--- config.mk ---
export PLATFORM = sky130hd
export DESIGN_NAME = flash_host_sequencer
export DESIGN_NICKNAME = d
export VERILOG_FILES = /design/src/hdl/flash_seq_pkg.sv /design/src/hdl/flash_bus_if.sv /design/src/hdl/flash_bus_cycle.sv /design/src/hdl/flash_host_sequencer.sv
export SDC_FILE = /design/constraint.sdc
export NUM_CORES = 1
export LEC_CHECK = 0
export BUFFER_PORTS_ARGS = -buffer_cell sky130_fd_sc_hd__buf_2
export CORE_UTILIZATION = 45
export CTS_CLUSTER_DIAMETER = 80
export DETAILED_ROUTE_END_ITERATION = 7
export HOLD_SLACK_MARGIN = 0.08
export PLACE_DENSITY_LB_ADDON = 0.12
export RECOVER_POWER = 100
export SETUP_SLACK_MARGIN = 0.15
export SLEW_MARGIN = 20
export SYNTH_ARGS = -nofsm -noshare
export SYNTH_HDL_FRONTEND = slang
export SYNTH_HIERARCHICAL = 1
export SYNTH_SLANG_ARGS = --single-unit
--- constraint.sdc ---
create_clock -name clock_i -period 7.23 [get_ports clock_i]
set_input_delay 1.446 -clock clock_i [delete_from_list [all_inputs] [get_ports clock_i]]
set_output_delay 1.446 -clock clock_i [all_outputs]
set_load 0.05 [all_outputs]
--- src/hdl/flash_seq_pkg.sv ---
// constants and types shared by the flash host sequencer and its bus cycle engine
package flash_seq_pkg;

  localparam int ADDR_W = 19;
  localparam int DATA_W = 16;
  localparam int CNT_W  = 4;
  localparam int TIMER_W = 24;

  // unlock and command words
  localparam logic [ADDR_W-1:0] UNLOCK_ADDR_A    = 19'h0_5555;
  localparam logic [ADDR_W-1:0] UNLOCK_ADDR_B    = 19'h0_2AAA;
  localparam logic [DATA_W-1:0] CODE_UNLOCK_1    = 16'h00AA;
  localparam logic [DATA_W-1:0] CODE_UNLOCK_2    = 16'h0055;
  localparam logic [DATA_W-1:0] CODE_PROGRAM     = 16'h00A0;
  localparam logic [DATA_W-1:0] CODE_ERASE_SETUP = 16'h0080;
  localparam logic [DATA_W-1:0] CODE_CHIP_ERASE  = 16'h0010;
  localparam logic [DATA_W-1:0] CODE_SECTOR      = 16'h0030;
  localparam logic [DATA_W-1:0] CODE_BLOCK       = 16'h0050;
  localparam logic [DATA_W-1:0] ERASED_WORD      = 16'hFFFF;

  // 2 KWord sectors and 32 KWord blocks
  localparam logic [ADDR_W-1:0] SECTOR_MASK = 19'h7_F800;
  localparam logic [ADDR_W-1:0] BLOCK_MASK  = 19'h7_8000;

  localparam int POLL_BIT   = 7;
  localparam int TOGGLE_BIT = 6;

  localparam logic [2:0] PROGRAM_STEPS = 3'h4;
  localparam logic [2:0] ERASE_STEPS   = 3'h6;
  localparam logic [2:0] LAST_UNLOCK   = 3'h2;
  localparam logic [1:0] REREADS       = 2'h2;

  // timing
  localparam int CLK_PERIOD_NS    = 8;
  localparam int T_WE_LOW_NS      = 40;
  localparam int T_READ_NS        = 70;
  localparam int T_PROGRAM_MAX_NS = 20000;
  localparam int SYNC_STAGES      = 3;

  localparam int WE_LOW_CYCLES  = (T_WE_LOW_NS + CLK_PERIOD_NS - 1) / CLK_PERIOD_NS;
  localparam int READ_CYCLES    = (T_READ_NS + CLK_PERIOD_NS - 1) / CLK_PERIOD_NS;
  localparam int PROGRAM_LIMIT_CYCLES = T_PROGRAM_MAX_NS / CLK_PERIOD_NS;

  localparam logic [CNT_W-1:0] WE_LOW_LOAD = CNT_W'(WE_LOW_CYCLES - 1);
  localparam logic [CNT_W-1:0] READ_LOAD   = CNT_W'(READ_CYCLES + SYNC_STAGES - 1);
  localparam logic [CNT_W-1:0] CNT_ZERO    = 4'h0;

  typedef enum logic [2:0] {
    OP_READ,
    OP_PROGRAM,
    OP_SECTOR_ERASE,
    OP_BLOCK_ERASE,
    OP_CHIP_ERASE
  } op_type;

endpackage : flash_seq_pkg

--- src/hdl/flash_bus_if.sv ---
// single flash bus cycle request and answer between sequencer and engine
`timescale 1ns/1ps
interface flash_bus_if;
  import flash_seq_pkg::*;
  logic              req;
  logic              write;
  logic [ADDR_W-1:0] addr;
  logic [DATA_W-1:0] wdata;
  logic              done;
  logic [DATA_W-1:0] rdata;

  modport master (output req, output write, output addr, output wdata,
                  input done, input rdata);
  modport engine (input req, input write, input addr, input wdata,
                  output done, output rdata);
endinterface : flash_bus_if

--- src/hdl/flash_bus_cycle.sv ---
// one write or read cycle on the flash pins, with the data input synchroniser
`timescale 1ns/1ps
module flash_bus_cycle
  import flash_seq_pkg::*;
(
  // clock, reset, enable
  input  wire logic              clock_i,
  input  wire logic              rst_sync_i,
  input  wire logic              clock_en_i,
  // sequencer side
  flash_bus_if.engine            bus,
  // flash pins
  output logic                   flash_ce_n_o,
  output logic                   flash_oe_n_o,
  output logic                   flash_we_n_o,
  output logic [ADDR_W-1:0]      flash_addr_o,
  output logic [DATA_W-1:0]      flash_dq_o,
  output logic                   flash_dq_oe_o,
  input  wire logic [DATA_W-1:0] flash_dq_i
);

  typedef enum logic [2:0] {CYC_IDLE, CYC_SETUP, CYC_STROBE, CYC_HOLD, CYC_SETTLE} cyc_type;

  cyc_type           state, next_state;
  logic [CNT_W-1:0]  cnt, next_cnt;
  logic              ce_n, next_ce_n, oe_n, next_oe_n, we_n, next_we_n;
  logic [ADDR_W-1:0] addr, next_addr;
  logic [DATA_W-1:0] dq_out, next_dq_out, rdata, next_rdata;
  logic              dq_oe, next_dq_oe, done, next_done;
  logic [DATA_W-1:0] sync1, sync2, sync3;

  always_comb
  begin
    next_state  = state;
    next_cnt    = cnt;
    next_ce_n   = ce_n;
    next_oe_n   = oe_n;
    next_we_n   = we_n;
    next_addr   = addr;
    next_dq_out = dq_out;
    next_dq_oe  = dq_oe;
    next_rdata  = rdata;
    next_done   = 1'b0;
    case (state)
      CYC_IDLE:
        if (bus.req)
        begin
          next_addr = bus.addr;
          next_ce_n = 1'b0;
          if (bus.write)
          begin
            next_dq_out = bus.wdata;
            next_dq_oe  = 1'b1;
            next_state  = CYC_SETUP;
          end
          else
          begin
            next_oe_n  = 1'b0;
            next_cnt   = READ_LOAD;
            next_state = CYC_STROBE;
          end
        end
      CYC_SETUP:
      begin
        // address settles a cycle before the write strobe falls
        next_we_n  = 1'b0;
        next_cnt   = WE_LOW_LOAD;
        next_state = CYC_STROBE;
      end
      CYC_STROBE:
        if (cnt != CNT_ZERO)
          next_cnt = cnt - 4'h1;
        else if (!we_n)
        begin
          next_we_n  = 1'b1;
          next_state = CYC_HOLD;
        end
        else
          next_state = CYC_SETTLE;
      CYC_HOLD:
      begin
        // data held one cycle past the rising strobe
        next_ce_n  = 1'b1;
        next_dq_oe = 1'b0;
        next_done  = 1'b1;
        next_state = CYC_IDLE;
      end
      CYC_SETTLE:
        if (sync2 == sync3)
        begin
          next_rdata = sync3;
          next_ce_n  = 1'b1;
          next_oe_n  = 1'b1;
          next_done  = 1'b1;
          next_state = CYC_IDLE;
        end
      default:
        next_state = CYC_IDLE;
    endcase
  end

  always_ff @(posedge clock_i or negedge rst_sync_i)
  begin
    if (!rst_sync_i)
    begin
      state  <= CYC_IDLE;
      cnt    <= CNT_ZERO;
      ce_n   <= 1'b1;
      oe_n   <= 1'b1;
      we_n   <= 1'b1;
      addr   <= '0;
      dq_out <= '0;
      dq_oe  <= 1'b0;
      rdata  <= '0;
      done   <= 1'b0;
      sync1  <= '0;
      sync2  <= '0;
      sync3  <= '0;
    end
    else if (clock_en_i)
    begin
      state  <= next_state;
      cnt    <= next_cnt;
      ce_n   <= next_ce_n;
      oe_n   <= next_oe_n;
      we_n   <= next_we_n;
      addr   <= next_addr;
      dq_out <= next_dq_out;
      dq_oe  <= next_dq_oe;
      rdata  <= next_rdata;
      done   <= next_done;
      sync1  <= flash_dq_i;
      sync2  <= sync1;
      sync3  <= sync2;
    end
  end

  assign bus.done      = done;
  assign bus.rdata     = rdata;
  assign flash_ce_n_o  = ce_n;
  assign flash_oe_n_o  = oe_n;
  assign flash_we_n_o  = we_n;
  assign flash_addr_o  = addr;
  assign flash_dq_o    = dq_out;
  assign flash_dq_oe_o = dq_oe;
endmodule : flash_bus_cycle

--- src/hdl/flash_host_sequencer.sv ---
// host controller that drives unlock, program, erase and status polling on a parallel NOR flash
`timescale 1ns/1ps
module flash_host_sequencer
  import flash_seq_pkg::*;
#(
  parameter int ERASE_LIMIT_CYCLES = 12_500_000
)
(
  // clock, reset, enable
  input  wire logic              clock_i,
  input  wire logic              rst_n_i,
  input  wire logic              clock_en_i,
  // command port
  input  wire logic              cmd_valid_i,
  input  wire op_type            cmd_op_i,
  input  wire logic [ADDR_W-1:0] cmd_addr_i,
  input  wire logic [DATA_W-1:0] cmd_data_i,
  output logic                   cmd_ready_o,
  // answer port
  output logic                   rsp_valid_o,
  output logic [DATA_W-1:0]      rsp_data_o,
  output logic                   rsp_error_o,
  // flash pins
  output logic                   flash_ce_n_o,
  output logic                   flash_oe_n_o,
  output logic                   flash_we_n_o,
  output logic [ADDR_W-1:0]      flash_addr_o,
  output logic [DATA_W-1:0]      flash_dq_o,
  output logic                   flash_dq_oe_o,
  input  wire logic [DATA_W-1:0] flash_dq_i
);
  typedef enum logic [2:0] {S_IDLE, S_CMD, S_CMD_WAIT, S_POLL, S_POLL_WAIT, S_DONE} state_type;

  logic              rst_meta, rst_sync;
  state_type         state, next_state;
  op_type            op, next_op;
  logic [ADDR_W-1:0] addr, next_addr;
  logic [DATA_W-1:0] data, next_data, last, next_last, rsp_data, next_rsp_data;
  logic [2:0]        step, next_step;
  logic              have_last, next_have_last, rsp_valid, next_rsp_valid;
  logic              rsp_error, next_rsp_error;
  logic [1:0]        confirm, next_confirm;
  logic [TIMER_W-1:0] timer, next_timer, limit;
  logic [ADDR_W-1:0] step_addr;
  logic [DATA_W-1:0] step_data;
  logic [2:0]        last_step;
  flash_bus_if bus ();
  flash_bus_cycle u_cycle (
    .clock_i(clock_i), .rst_sync_i(rst_sync), .clock_en_i(clock_en_i), .bus(bus.engine),
    .flash_ce_n_o(flash_ce_n_o), .flash_oe_n_o(flash_oe_n_o), .flash_we_n_o(flash_we_n_o),
    .flash_addr_o(flash_addr_o), .flash_dq_o(flash_dq_o), .flash_dq_oe_o(flash_dq_oe_o),
    .flash_dq_i(flash_dq_i));
  // reset enters asynchronously, leaves through two flops
  always_ff @(posedge clock_i or negedge rst_n_i)
  begin
    if (!rst_n_i)
    begin
      rst_meta <= 1'b0;
      rst_sync <= 1'b0;
    end
    else if (clock_en_i)
    begin
      rst_meta <= 1'b1;
      rst_sync <= rst_meta;
    end
  end

  // address and data of each command cycle
  always_comb
  begin
    step_addr = UNLOCK_ADDR_A;
    step_data = CODE_UNLOCK_1;
    case (step)
      3'h1, 3'h4:
      begin
        step_addr = UNLOCK_ADDR_B;
        step_data = CODE_UNLOCK_2;
      end
      3'h2:
        step_data = (op == OP_PROGRAM) ? CODE_PROGRAM : CODE_ERASE_SETUP;
      3'h3:
        if (op == OP_PROGRAM)
        begin
          step_addr = addr;
          step_data = data;
        end
      3'h5:
        if (op == OP_CHIP_ERASE)
          step_data = CODE_CHIP_ERASE;
        else
        begin
          step_addr = addr & ((op == OP_SECTOR_ERASE) ? SECTOR_MASK : BLOCK_MASK);
          step_data = (op == OP_SECTOR_ERASE) ? CODE_SECTOR : CODE_BLOCK;
        end
      default:
        step_addr = UNLOCK_ADDR_A;
    endcase
  end
  assign last_step = (op == OP_PROGRAM) ? PROGRAM_STEPS - 3'h1 : ERASE_STEPS - 3'h1;
  assign limit     = (op == OP_PROGRAM) ? TIMER_W'(PROGRAM_LIMIT_CYCLES)
                                        : TIMER_W'(ERASE_LIMIT_CYCLES);
  assign bus.req   = (state == S_CMD) || (state == S_POLL);
  assign bus.write = (state == S_CMD);
  assign bus.addr  = (state == S_CMD) ? step_addr : addr;
  assign bus.wdata = step_data;
  always_comb
  begin
    next_state     = state;
    next_op        = op;
    next_addr      = addr;
    next_data      = data;
    next_step      = step;
    next_last      = last;
    next_have_last = have_last;
    next_confirm   = confirm;
    next_timer     = timer;
    next_rsp_valid = 1'b0;
    next_rsp_data  = rsp_data;
    next_rsp_error = rsp_error;
    // timer runs only in the polling states, after any launching strobe has risen
    if (state == S_POLL || state == S_POLL_WAIT)
      next_timer = timer + 24'h00_0001;
    case (state)
      S_IDLE:
        if (cmd_valid_i)
        begin
          next_op        = cmd_op_i;
          next_addr      = cmd_addr_i;
          next_data      = cmd_data_i;
          next_step      = 3'h0;
          next_have_last = 1'b0;
          next_confirm   = 2'h0;
          next_timer     = '0;
          next_state     = (cmd_op_i == OP_READ) ? S_POLL : S_CMD;
        end
      S_CMD:
        next_state = S_CMD_WAIT;
      S_CMD_WAIT:
        if (bus.done)
        begin
          next_step  = step + 3'h1;
          next_state = (step == last_step) ? S_POLL : S_CMD;
        end
      S_POLL:
        next_state = S_POLL_WAIT;
      S_POLL_WAIT:
        if (bus.done)
        begin
          next_last      = bus.rdata;
          next_have_last = 1'b1;
          next_rsp_data  = bus.rdata;
          next_state     = S_POLL;
          if (op == OP_READ)
          begin
            next_rsp_error = 1'b0;
            next_state     = S_DONE;
          end
          else if (have_last && bus.rdata[TOGGLE_BIT] == last[TOGGLE_BIT])
          begin
            // toggle stopped: two matching rereads confirm the end
            next_confirm = confirm + 2'h1;
            if (confirm + 2'h1 == REREADS)
            begin
              next_state     = S_DONE;
              next_rsp_error = (op == OP_PROGRAM) ? (bus.rdata != data)
                                                  : (bus.rdata != ERASED_WORD);
            end
          end
          else
          begin
            next_confirm = 2'h0;
            if (timer >= limit)
            begin
              next_rsp_error = 1'b1;
              next_state     = S_DONE;
            end
          end
        end
      S_DONE:
      begin
        // flash is back in array read unless the limit ran out; ready for the next command
        next_rsp_valid = 1'b1;
        next_state     = S_IDLE;
      end
      default:
        next_state = S_IDLE;
    endcase
  end

  always_ff @(posedge clock_i or negedge rst_sync)
  begin
    if (!rst_sync)
    begin
      state     <= S_IDLE;
      op        <= OP_READ;
      addr      <= '0;
      data      <= '0;
      step      <= 3'h0;
      last      <= '0;
      have_last <= 1'b0;
      confirm   <= 2'h0;
      timer     <= '0;
      rsp_valid <= 1'b0;
      rsp_data  <= '0;
      rsp_error <= 1'b0;
    end
    else if (clock_en_i)
    begin
      state     <= next_state;
      op        <= next_op;
      addr      <= next_addr;
      data      <= next_data;
      step      <= next_step;
      last      <= next_last;
      have_last <= next_have_last;
      confirm   <= next_confirm;
      timer     <= next_timer;
      rsp_valid <= next_rsp_valid;
      rsp_data  <= next_rsp_data;
      rsp_error <= next_rsp_error;
    end
  end

  assign cmd_ready_o = (state == S_IDLE);
  assign rsp_valid_o = rsp_valid;
  assign rsp_data_o  = rsp_data;
  assign rsp_error_o = rsp_error;
endmodule : flash_host_sequencer

==> impl_results.md, run 1 <==
* Status: complete, but fails checks
* Failing checks: capacitance limit, slew limit
* CTS sink count at 202
* Synth Register Bits at 202
* Mapped Area at 0.009543 mm^2
* H-tree depth at 1
* Die width at 147.6 um
* RePlAce Congestion at 0.7845
* Initial Util at 46.56%
* Die area at 0.02179 mm^2
* Setup bufs post-CTS at 0
* Final Cycle Share at 60.28%
* Arr. time, crit path at 4.81 ns
* NumNets Final at 1,064
* Number of global-route vias before repair at 6,716
* Max-slew violations at 86
* Largest net degree at the start of global routing at 159
* Layout cells sized above 1 at 21.63%
* Achievable frequency at 0.2294 GHz
* Setup CP Type: in2reg
* First-pass GRT wire length at 35.54 mm
* CP max stage cell: clkbuf_1
* Setup crit end kind: flip-flop
* Drt drc at 0
* VDD IR-drop max at 0.1422 mV
* Final WL at 21.48 mm
* Area grow syn2layout at 15.12%
* CP dominant cell by count: nand2_1
* Vias per cell at 5.281
* Final critical-path required period at 4.358 ns
* CTS tree: done
* Die height at 147.6 um
* Final HPWL DP at 14.65 mm
* Synth cell types at 71
* Post-CTS Hold Buffers at 0
* WL per Instance at 16.81 um
* Pwr/cell area at 360.2 mW/mm^2
* Yosys Warn Count at 6
* Synth Flop Type: dfrtp_1
* CTS root buf: clkbuf_16
* # IOs at 116
* DRT Pass-1 Iters at 4
* RSZ-0062 raised after global routing: false
* Hold WC Path Type: reg2reg
* Async set-reset flop share out of synthesis at 100.0%
* LEAKAGE at 0.005049 uW
* Buf/Inv on CP at 3
* Antenna violations before repair at 0
* Vias after detailed routing at 6,749
* N_diodes at 0
* Final Hold Fails at 0
* IO Port Bufs at 115
* CTS clk-pin slew, worst paths at 0.06 ns
* CP Data Required Time at 7.68 ns
* Max-slew headroom at -29.91%
* Startpoint Class: input port
* PnR Total Power at 3957 uW
* Core Rows at 52
* CP cell instances: buf_2, buf_4, and3_1, clkbuf_1, nand2_1, nand2_1
* Largest stage delay, worst path at 1.47 ns
* Syn Nets at 957
* CP delay by family, top: buffers and inverters
* # resized after CTS at 0
* Post-synth EDFFs at 0
* Clock buffer count from CTS at 22
* Sequential area share after synthesis at 53.01%
* DRT antenna net count at 0
* CP max FO at 73
* Worst-Margin Slew at 1.949 ns
* Final clock skew at 0.02510 ns
* Syn avg cell area at 10.77 um^2
* Drt first-iter violations at 300
* Final global-route overflow total at 0
* Global Route Usage Sum at 20.44%
* Max-cap check violation count at 2
* Final setup fails at 0
* Cells after Synth at 886
* Final setup TNS at 0 ns
* Clock Path Buffers at 3
* CORE AREA at 0.02049 mm^2
* Fill cell count at 1,915
* Worst skew pair latency at 0.52 ns
[flip-flops by register name, indices dropped and copies added, names as in the netlist, 2 cells and up]
name	count
timer	24
u_cycle/flash_addr_o	19
step	3
state	3
u_cycle/sync3	16
confirm	2
u_cycle/bus.rdata	16
u_cycle/state	3
u_cycle/flash_dq_o	16
u_cycle/sync1	16
addr	19
data	16
op	3
u_cycle/sync2	16
u_cycle/cnt	4
rsp_data_o	16
[synthesized netlist by cell type (4+ instances only)]
master    count  area (um^2)
dfrtp_1     199         4980
nand2_1     162        608.1
mux2_2      105         1182
nor2_1       49        183.9
o21ai_0      34        170.2
a21oi_1      28        140.1
clkbuf_1     26        97.59
xnor2_1      26        227.7
inv_1        23        86.33
and3_1       16        100.1
nor3_1       15        75.07
ha_1         13        162.7
nand3_1      13        65.06
xor2_1       12        105.1
o21a_1       11        82.58
and2_1       10        62.56
a21o_1        9        67.56
nand4_1       9        56.30
mux2_4        8        120.1
o211ai_1      7        52.55
buf_2         6        30.03
mux2i_1       6        60.06
nand2b_1      6        37.54
nor4_1        6        37.54
or2_2         6        37.54
or3_1         6        37.54
buf_1         5        18.77
a31o_2        4        35.03
[kinds of logic (layout without fill, tap and decap cells)]
kind of cell | count (synthesis) | in the layout | share of synthesized area [%]
AOI/OAI and AO/OA | 130 | 130 | 8.903
xor gates and xnor gates | 38 | 38 | 3.488
adders and majority gates | 13 | 13 | 1.705
buffers and inverters | 64 | 186 | 2.675
DFF | 202 | 202 | 53.01
muxes | 119 | 119 | 14.28
and+or+nand+nor | 320 | 320 | 15.94
[final cells by class]
class                      count  area (um^2)  area share [%]
inverter                      26        97.59          0.8884
tap                          270        337.8           3.075
sequential                   202         5059           46.05
clock inverter                 8        140.1           1.276
clock buffer                  31        634.4           5.775
multi-input combinational    620         4165           37.92
timing repair buffer         121        551.8           5.023
[metrics by stage]
stage | std cells | setup WS (ns) | instance area (um^2) | hold slack [ns] | utilization [%]
after floorplan | 886 | 1.173 | 9543 | 0.4305 | -
after global placement | 1239 | 3.237 | 10360 | 0.3536 | 50.56
after detailed placement | 1239 | 3.168 | 10360 | 0.3590 | 50.56
after CTS | 1278 | 3.701 | 11140 | 0.3473 | 54.33
after global routing | 1278 | 2.521 | 10990 | 0.4901 | 53.60
final | 1278 | 2.872 | 10990 | 0.4671 | 53.60
[power breakdown]
| group | internal (uW) | switching, uW |
|---|---|---|
| combinational | 413 | 740 |
| sequential | 1390 | 232 |
| clock | 722 | 458 |
[layout by cell type (no fill, tap or decap), types with 4 or more instances in the layout]
master / synthesis / routed
xor2_1: 12 / 12
inv_1: 23 / 24
and2_1: 10 / 10
clkbuf_16: 0 / 22
nand2b_1: 6 / 6
clkbuf_1: 26 / 65
a31o_2: 4 / 4
nand4_1: 9 / 10
mux2_2: 105 / 105
nor2_1: 49 / 49
nor4_1: 6 / 6
nand2_1: 162 / 162
mux2_1: 0 / 8
a21o_1: 9 / 9
o21a_1: 11 / 11
clkbuf_8: 0 / 5
o211ai_1: 7 / 7
o21ai_0: 34 / 35
and3_1: 16 / 16
or3_1: 6 / 6
nand3_1: 13 / 14
clkinv_2: 0 / 4
dfrtp_1: 199 / 199
xnor2_1: 26 / 26
or2_2: 6 / 6
a21oi_1: 28 / 28
ha_1: 13 / 13
buf_2: 6 / 56
mux2i_1: 6 / 6
nor3_1: 15 / 15
[path summary, 6_finish.rpt]
kind / from / to / slack, ns / depth (start not counted)
setup reg to reg: state[1] / addr[4] / 3.61 / 5
max in group asynchronous: rst_sync / u_cycle/flash_addr_o[17] / 4.88 / 1
min in group asynchronous: rst_n_i / rst_meta / 0.72 / 1
setup / recovery: clock_en_i / addr[4] / 2.87 / 6
hold reg to reg: rst_meta / rst_meta / 0.47 / 1
hold / removal: rst_meta / rst_meta / 0.47 / 1
[metal layers]
layer | global-route usage, % | routed length, um | part of all wire (%) | up-vias
met4 | 3.918 | 291 | 1.4 | 0
met3 | 2.963 | 868 | 4.0 | 24
met5 | 0 | 0 | 0 | -
met2 | 33.47 | 10360 | 48 | 114
li1 | - | - | - | 3285
met1 | 29.03 | 9962 | 46 | 3326
Power figures use the tool's default switching activity.
==> run 2: changes to the inputs <==
==> constraint.sdc (replaced) <==
create_clock -name clock_i -period 4.47 [get_ports clock_i]
set_input_delay 0.894 -clock clock_i [delete_from_list [all_inputs] [get_ports clock_i]]
set_output_delay 0.894 -clock clock_i [all_outputs]
set_load 0.05 [all_outputs]
==> run 2 against run 1 <==
  * The flow still finishes with violations (capacitance limit, slew limit)
  * Cell area hardly changed
  * Sequential power is 62% higher
  * Non-clock buffer count is 1 higher
  * Sequential cell count stayed put
  * Sequential share of layout area hardly changed
  * Worst hold slack worse by 0.31 ns
  * Worst setup slack worse by 1.8 ns
  * Register-to-register slack worse by 2.5 ns
  * Critical path depth is 2 lower
  * Clock power is 64% higher
  * Largest cell class unchanged
  * Global-route usage is 0.47 points higher
  * Critical endpoint is now timer[2]
  * Wire length is 1.6% higher
==> impl_results.md, run 2 (same netlist as run 1, synthesis figures left out) <==
* Status: complete, but fails checks
* Failing checks: capacitance limit, slew limit
* Final setup fails at 0 (unchanged)
* Global Route Usage Sum at 20.90% (+0.47 points)
* Reg-to-reg endpoint: rsp_error_o
* LEAKAGE at 0.005047 uW (about the same)
* First-pass GRT wire length at 36.23 mm (+1.9%)
* Vias per cell at 5.288 (+0.14%)
* Die area at 0.02179 mm^2 (unchanged)
* Core Rows at 52 (unchanged)
* Largest net degree at the start of global routing at 140 (-12%)
* IO Port Bufs at 115 (unchanged)
* Achievable frequency at 0.2928 GHz
* Largest Register: timer
* Commonest cells after routing, fill and taps aside: dfrtp_1, nand2_1, mux2_2
* Initial Util at 46.56% (unchanged)
* Post-CTS Hold Buffers at 0 (unchanged)
* # resized after CTS at 0 (unchanged)
* Setup crit end kind: flip-flop
* Flop2flop setup slack at 1.14 ns (-2.47 ns)
* RePlAce Congestion at 0.8107 (+3.3%)
* Startpoint Class: input port
* Final WL at 21.82 mm (+1.6%)
* Max-slew violations at 49 (-43%)
* NumNets Final at 1,066 (+0.19%)
* Max reg flops at 24 (unchanged)
* Setup crit end: timer[2]
* Layout cells sized above 1 at 21.76% (+0.13 points)
* Reg-to-Reg Start: op[0]
* # IOs at 116 (unchanged)
* Final HPWL DP at 14.85 mm (+1.3%)
* Setup CP Type: in2reg
* Worst-Margin Slew at 1.791 ns (-0.1574 ns)
* Drt first-iter violations at 281 (-6.3%)
* Die width at 147.6 um (unchanged)
* CTS clk-pin slew, worst paths at 0.06 ns (about the same)
* Number of global-route vias before repair at 6,780 (+0.95%)
* Die height at 147.6 um (unchanged)
* Fill cell count at 1,914 (-0.052%)
* Final Cycle Share at 76.42%
* H-tree depth at 1 (unchanged)
* Setup bufs post-CTS at 0 (unchanged)
* VDD IR-drop max at 0.2753 mV (+94%)
* CORE AREA at 0.02049 mm^2 (unchanged)
* Final clock skew at 0.01728 ns (-0.007814 ns)
* Drt drc at 0 (unchanged)
* CTS sink count at 202 (unchanged)
* CTS root buf: clkbuf_16
* RSZ-0062 raised after global routing: false
* Pwr/cell area at 585.4 mW/mm^2 (+63%)
* DRT Pass-1 Iters at 4 (unchanged)
* WL per Instance at 17.03 um (+1.3%)
* Vias after detailed routing at 6,774 (+0.37%)
* Hold WC Path Type: in2async
* Final global-route overflow total at 0 (unchanged)
* Max-cap check violation count at 1 (-1)
* Clock buffer count from CTS at 23 (+4.5%)
* CP max FO at 48 (-34%)
* CP Launch Point: clock_en_i
* Most common library cell in the layout ignoring fill and taps: dfrtp_1
* N_diodes at 0 (unchanged)
* Arr. time, crit path at 3.79 ns (-1.02 ns)
* Final critical-path required period at 3.416 ns
* CTS tree: done
* Final Hold Fails at 0 (unchanged)
* Max-slew headroom at -19.42% (+10 points)
* DRT antenna net count at 0 (unchanged)
* Antenna violations before repair at 0 (unchanged)
* Worst skew pair latency at 0.53 ns (about the same)
* R2R depth at 10 (+5)
* Clock Path Buffers at 3 (unchanged)
* Final setup TNS at 0 ns (unchanged)
* CP Data Required Time at 4.84 ns (-2.84 ns)
* Hold slack at 0.1532 ns (-0.3140 ns)
* Area grow syn2layout at 15.20% (about the same)
==> run 2: worst min-delay path by stage <==
stage,slack [ns],depth (start not counted),startpoint,endpoint
final,0.15,1,rst_n_i,rst_sync
after detailed placement,0.15,0,rst_sync,u_cycle/cnt[3]
after global placement,0.15,0,rst_sync,u_cycle/cnt[1]
after CTS,0.13,1,rst_n_i,rst_sync
after floorplan,0.43,1,rst_meta,rst_meta
after global routing,0.14,1,rst_n_i,rst_sync
==> run 2: report_power, final <==
part	switching, uW	internal [uW]	leakage (uW)	total (uW)
registers	371	2250	0.00248	2620
logic	1200	669	0.00218	1870
clock network	762	1180	0.000391	1940
total	2330	4100	0.00505	6440
==> run 2: final cells by class <==
type                       count  area, um^2  area share, %
clock buffer                  33       683.2          6.214
clock inverter                 8       107.6         0.9788
inverter                      26       97.59         0.8878
multi-input combinational    620        4150          37.75
sequential                   202        5059          46.02
tap                          270       337.8          3.073
timing repair buffer         122       558.0          5.076
==> run 2: per-stage QoR <==
step	util [%]	power (uW)	worst slack, ns	cells	area [um^2]
2_1_floorplan	-	4077	1.137	886	9544
3_3_place_gp	50.59	4547	1.260	1240	10370
3_5_place_dp	50.59	4574	1.249	1240	10370
4_1_cts	54.45	6550	1.517	1281	11160
5_1_grt	53.64	6816	0.6877	1281	10990
6_report	53.64	6435	1.054	1281	10990
==> run 2: critical path, stage by stage <==
cell	delay (ns)
clkbuf_1	0.66
and3_1	1.49
clkbuf_1	0.60
nor2_1	0.11
==> run 2: per-layer routing <==
layer	wire [um]	share of wire, %	vias up	GRT usage (%)
met1	10540	48	3338	30.17
met3	662	3.0	29	2.963
met2	10240	47	112	33.33
met4	379	1.7	0	4.897
met5	0	0	-	0
li1	-	-	3295	-
==> run 3: changes to the inputs <==
==> constraint.sdc (replaced) <==
create_clock -name clock_i -period 2.9 [get_ports clock_i]
set_input_delay 0.58 -clock clock_i [delete_from_list [all_inputs] [get_ports clock_i]]
set_output_delay 0.58 -clock clock_i [all_outputs]
set_load 0.05 [all_outputs]
==> run 3 against run 2 <==
  * The run still ends with capacitance limit, slew limit left
  * Clock power increased by 58%
  * Clock skew fell by 0.0069 ns
  * Die area stayed put
  * Sequential cell count stayed put
  * Worst setup slack worse by 0.75 ns
  * Critical path depth decreased by 2
  * Total power is 56% higher
  * Largest cell class unchanged
==> impl_results.md, run 3 (same netlist as run 1, synthesis figures left out) <==
* Met2 Resource Use GR at 30.99% (-2.3 points)
* Clock buffer count from CTS at 23 (unchanged)
* N_diodes at 0 (unchanged)
* Max-slew violations at 40 (-18%)
* Final setup TNS at 0 ns (unchanged)
* Largest Register: timer
* Fill cell count at 1,914 (unchanged)
* Achievable frequency at 0.3851 GHz
* CTS root buf: clkbuf_16
* VDD IR-drop max at 0.5466 mV (+99%)
* # IOs at 116 (unchanged)
* Setup CP Type: reg2out
* Clock Path Buffers at 3 (unchanged)
* Status: complete, but fails checks
* CORE AREA at 0.02049 mm^2 (unchanged)
* Vias after detailed routing at 6,946 (+2.5%)
* CTS sink count at 202 (unchanged)
* LEAKAGE at 0.005136 uW (+1.8%)
* PnR Total Power at 10,060 uW (+56%)
* P_sw at 3666 uW (+57%)
* First-pass GRT wire length at 36.80 mm (+1.6%)
* CTS clk-pin slew, worst paths at 0.06 ns (about the same)
* Worst setup margin at 0.3036 ns (-0.7506 ns)
* Die width at 147.6 um (unchanged)
* Worst-Margin Slew at 1.714 ns (-0.07701 ns)
* Power share of the clock group at 30.5% (+0.3 points)
* Reg power frac at 40.3% (-0.5 points)
* Hold WC Path Type: in2reg
* DRT Pass-1 Iters at 5 (+1)
* Arr. time, crit path at 2.02 ns (-1.77 ns)
* Setup crit end kind: primary output
* IO Port Bufs at 115 (unchanged)
* Number of global-route vias before repair at 6,705 (-1.1%)
* CTS tree: done
* Largest net degree at the start of global routing at 54 (-61%)
* Die area at 0.02179 mm^2 (unchanged)
* DRT antenna net count at 0 (unchanged)
* Pwr/cell area at 902.8 mW/mm^2 (+54%)
* Most common library cell in the layout ignoring fill and taps: dfrtp_1
* Initial Util at 46.56% (unchanged)
* Startpoint Class: flip-flop
* Layout cells sized above 1 at 22.83% (+1.1 points)
* Antenna violations before repair at 0 (unchanged)
* Final global-route overflow total at 0 (unchanged)
* GR met3 Demand/Resource at 2.747% (-0.22 points)
* CP max FO at 16 (-67%)
* Final Cycle Share at 89.53%
* Worst skew pair latency at 0.53 ns (about the same)
* Drt first-iter violations at 473 (+68%)
* Final WL at 22.47 mm (+3.0%)
* Vias per cell at 5.364 (+1.4%)
* Final critical-path required period at 2.596 ns
* CP Data Required Time at 2.32 ns (-2.52 ns)
* Die height at 147.6 um (unchanged)
* Max-cap check violation count at 1 (unchanged)
* Place WS at 0.4427 ns (-0.8059 ns)
* Final setup fails at 0 (unchanged)
* Final clock skew at 0.01038 ns (-0.006904 ns)
* Max-slew headroom at -14.29% (+5.1 points)
* RePlAce Congestion at 0.8850 (+9.2%)
* Met1 Resource Use GR at 33.29% (+3.1 points)
* NumNets Final at 1,079 (+1.2%)
* Gate power share at 29.2% (+0.2 points)
* Busiest layer in global routing: met1
* H-tree depth at 1 (unchanged)
* WL per Instance at 17.35 um (+1.9%)
* Area grow syn2layout at 16.74%
* Drt drc at 0 (unchanged)
* Cell internal pwr at 6392 uW (+56%)
* RSZ-0062 raised after global routing: false
* Core Rows at 52 (unchanged)
* Final Hold Fails at 0 (unchanged)
* Max reg flops at 24 (unchanged)
* Failing checks: capacitance limit, slew limit
* Sw frac at 36.45% (+0.19 points)
* Global Route Usage Sum at 21.36% (+0.46 points)
* Commonest cells after routing, fill and taps aside: dfrtp_1, nand2_1, mux2_2
* Final HPWL DP at 15.62 mm (+5.2%)
-- run 3: changes by cell type in the layout (fill, tap and decap cells not counted), moves of 2 or more --
| cell | before | now |
|---|---|---|
| buf_12 | 1 | 3 |
| buf_4 | 4 | 7 |
| clkinv_2 | 4 | 7 |
| clkbuf_2 | 0 | 3 |
| clkbuf_8 | 7 | 5 |
-- run 3: worst paths after layout --
kind | slack (ns) | depth (start not counted) | to | from
setup / recovery | 0.30 | 2 | cmd_ready_o | state[1]
hold / removal | 0.24 | 3 | addr[16] | cmd_addr_i[16]
setup reg to reg | 0.33 | 6 | u_cycle/flash_dq_o[14] | state[0]
hold reg to reg | 0.46 | 2 | addr[17] | addr[17]
max in group asynchronous | 0.60 | 1 | addr[9] | rst_sync
min in group asynchronous | 0.39 | 2 | rst_sync | rst_n_i
-- run 3: layout make-up --
class	instances	area, um^2	area share [%]
sequential	202	5059	45.41
multi-input combinational	620	4177	37.49
timing repair buffer	135	665.6	5.975
clock buffer	30	651.9	5.851
tap	270	337.8	3.032
clock inverter	12	152.6	1.370
inverter	26	97.59	0.8760
-- run 3: per-layer routing --
layer	vias to the layer above	part of all wire [%]
met4	0	2.1
met5	-	0
met2	193	44
li1	3321	-
met3	32	4.7
met1	3400	49
-- run 3: timing repair --
action	CTS	global route
setup buffers	0	0
resized for setup	0	0
hold buffers	1	0
endpoints found under the setup margin	0	0
endpoints found under the hold margin	2	0
-- run 3: worst max-delay path, cell delays in order, from the launching register on --
cell and delay, ns:
dfrtp_1 0.56, nor3_1 0.42, clkbuf_1 0.51
-- run 3: power groups by stage --
stage	Combinational, uW	Clock [uW]	Sequential (uW)
2_1_floorplan	1760	0	4530
5_1_grt	3210	3240	4160
4_1_cts	3030	3130	4060
3_3_place_gp	3000	0	4090
3_5_place_dp	3010	0	4110
6_report	2940	3060	4060
-- run 3: through the flow --
| stage | cells | hold WS [ns] | instance area, um^2 | util (%) |
|---|---|---|---|---|
| 6_report | 1295 | 0.2401 | 11140 | 54.36 |
| 5_1_grt | 1295 | 0.2417 | 11140 | 54.36 |
| 4_1_cts | 1295 | 0.2265 | 11310 | 55.19 |
| 3_5_place_dp | 1252 | 0.3595 | 10500 | 51.21 |
| 3_3_place_gp | 1252 | 0.3585 | 10500 | 51.21 |
| 2_1_floorplan | 886 | 0.2844 | 9552 | - |
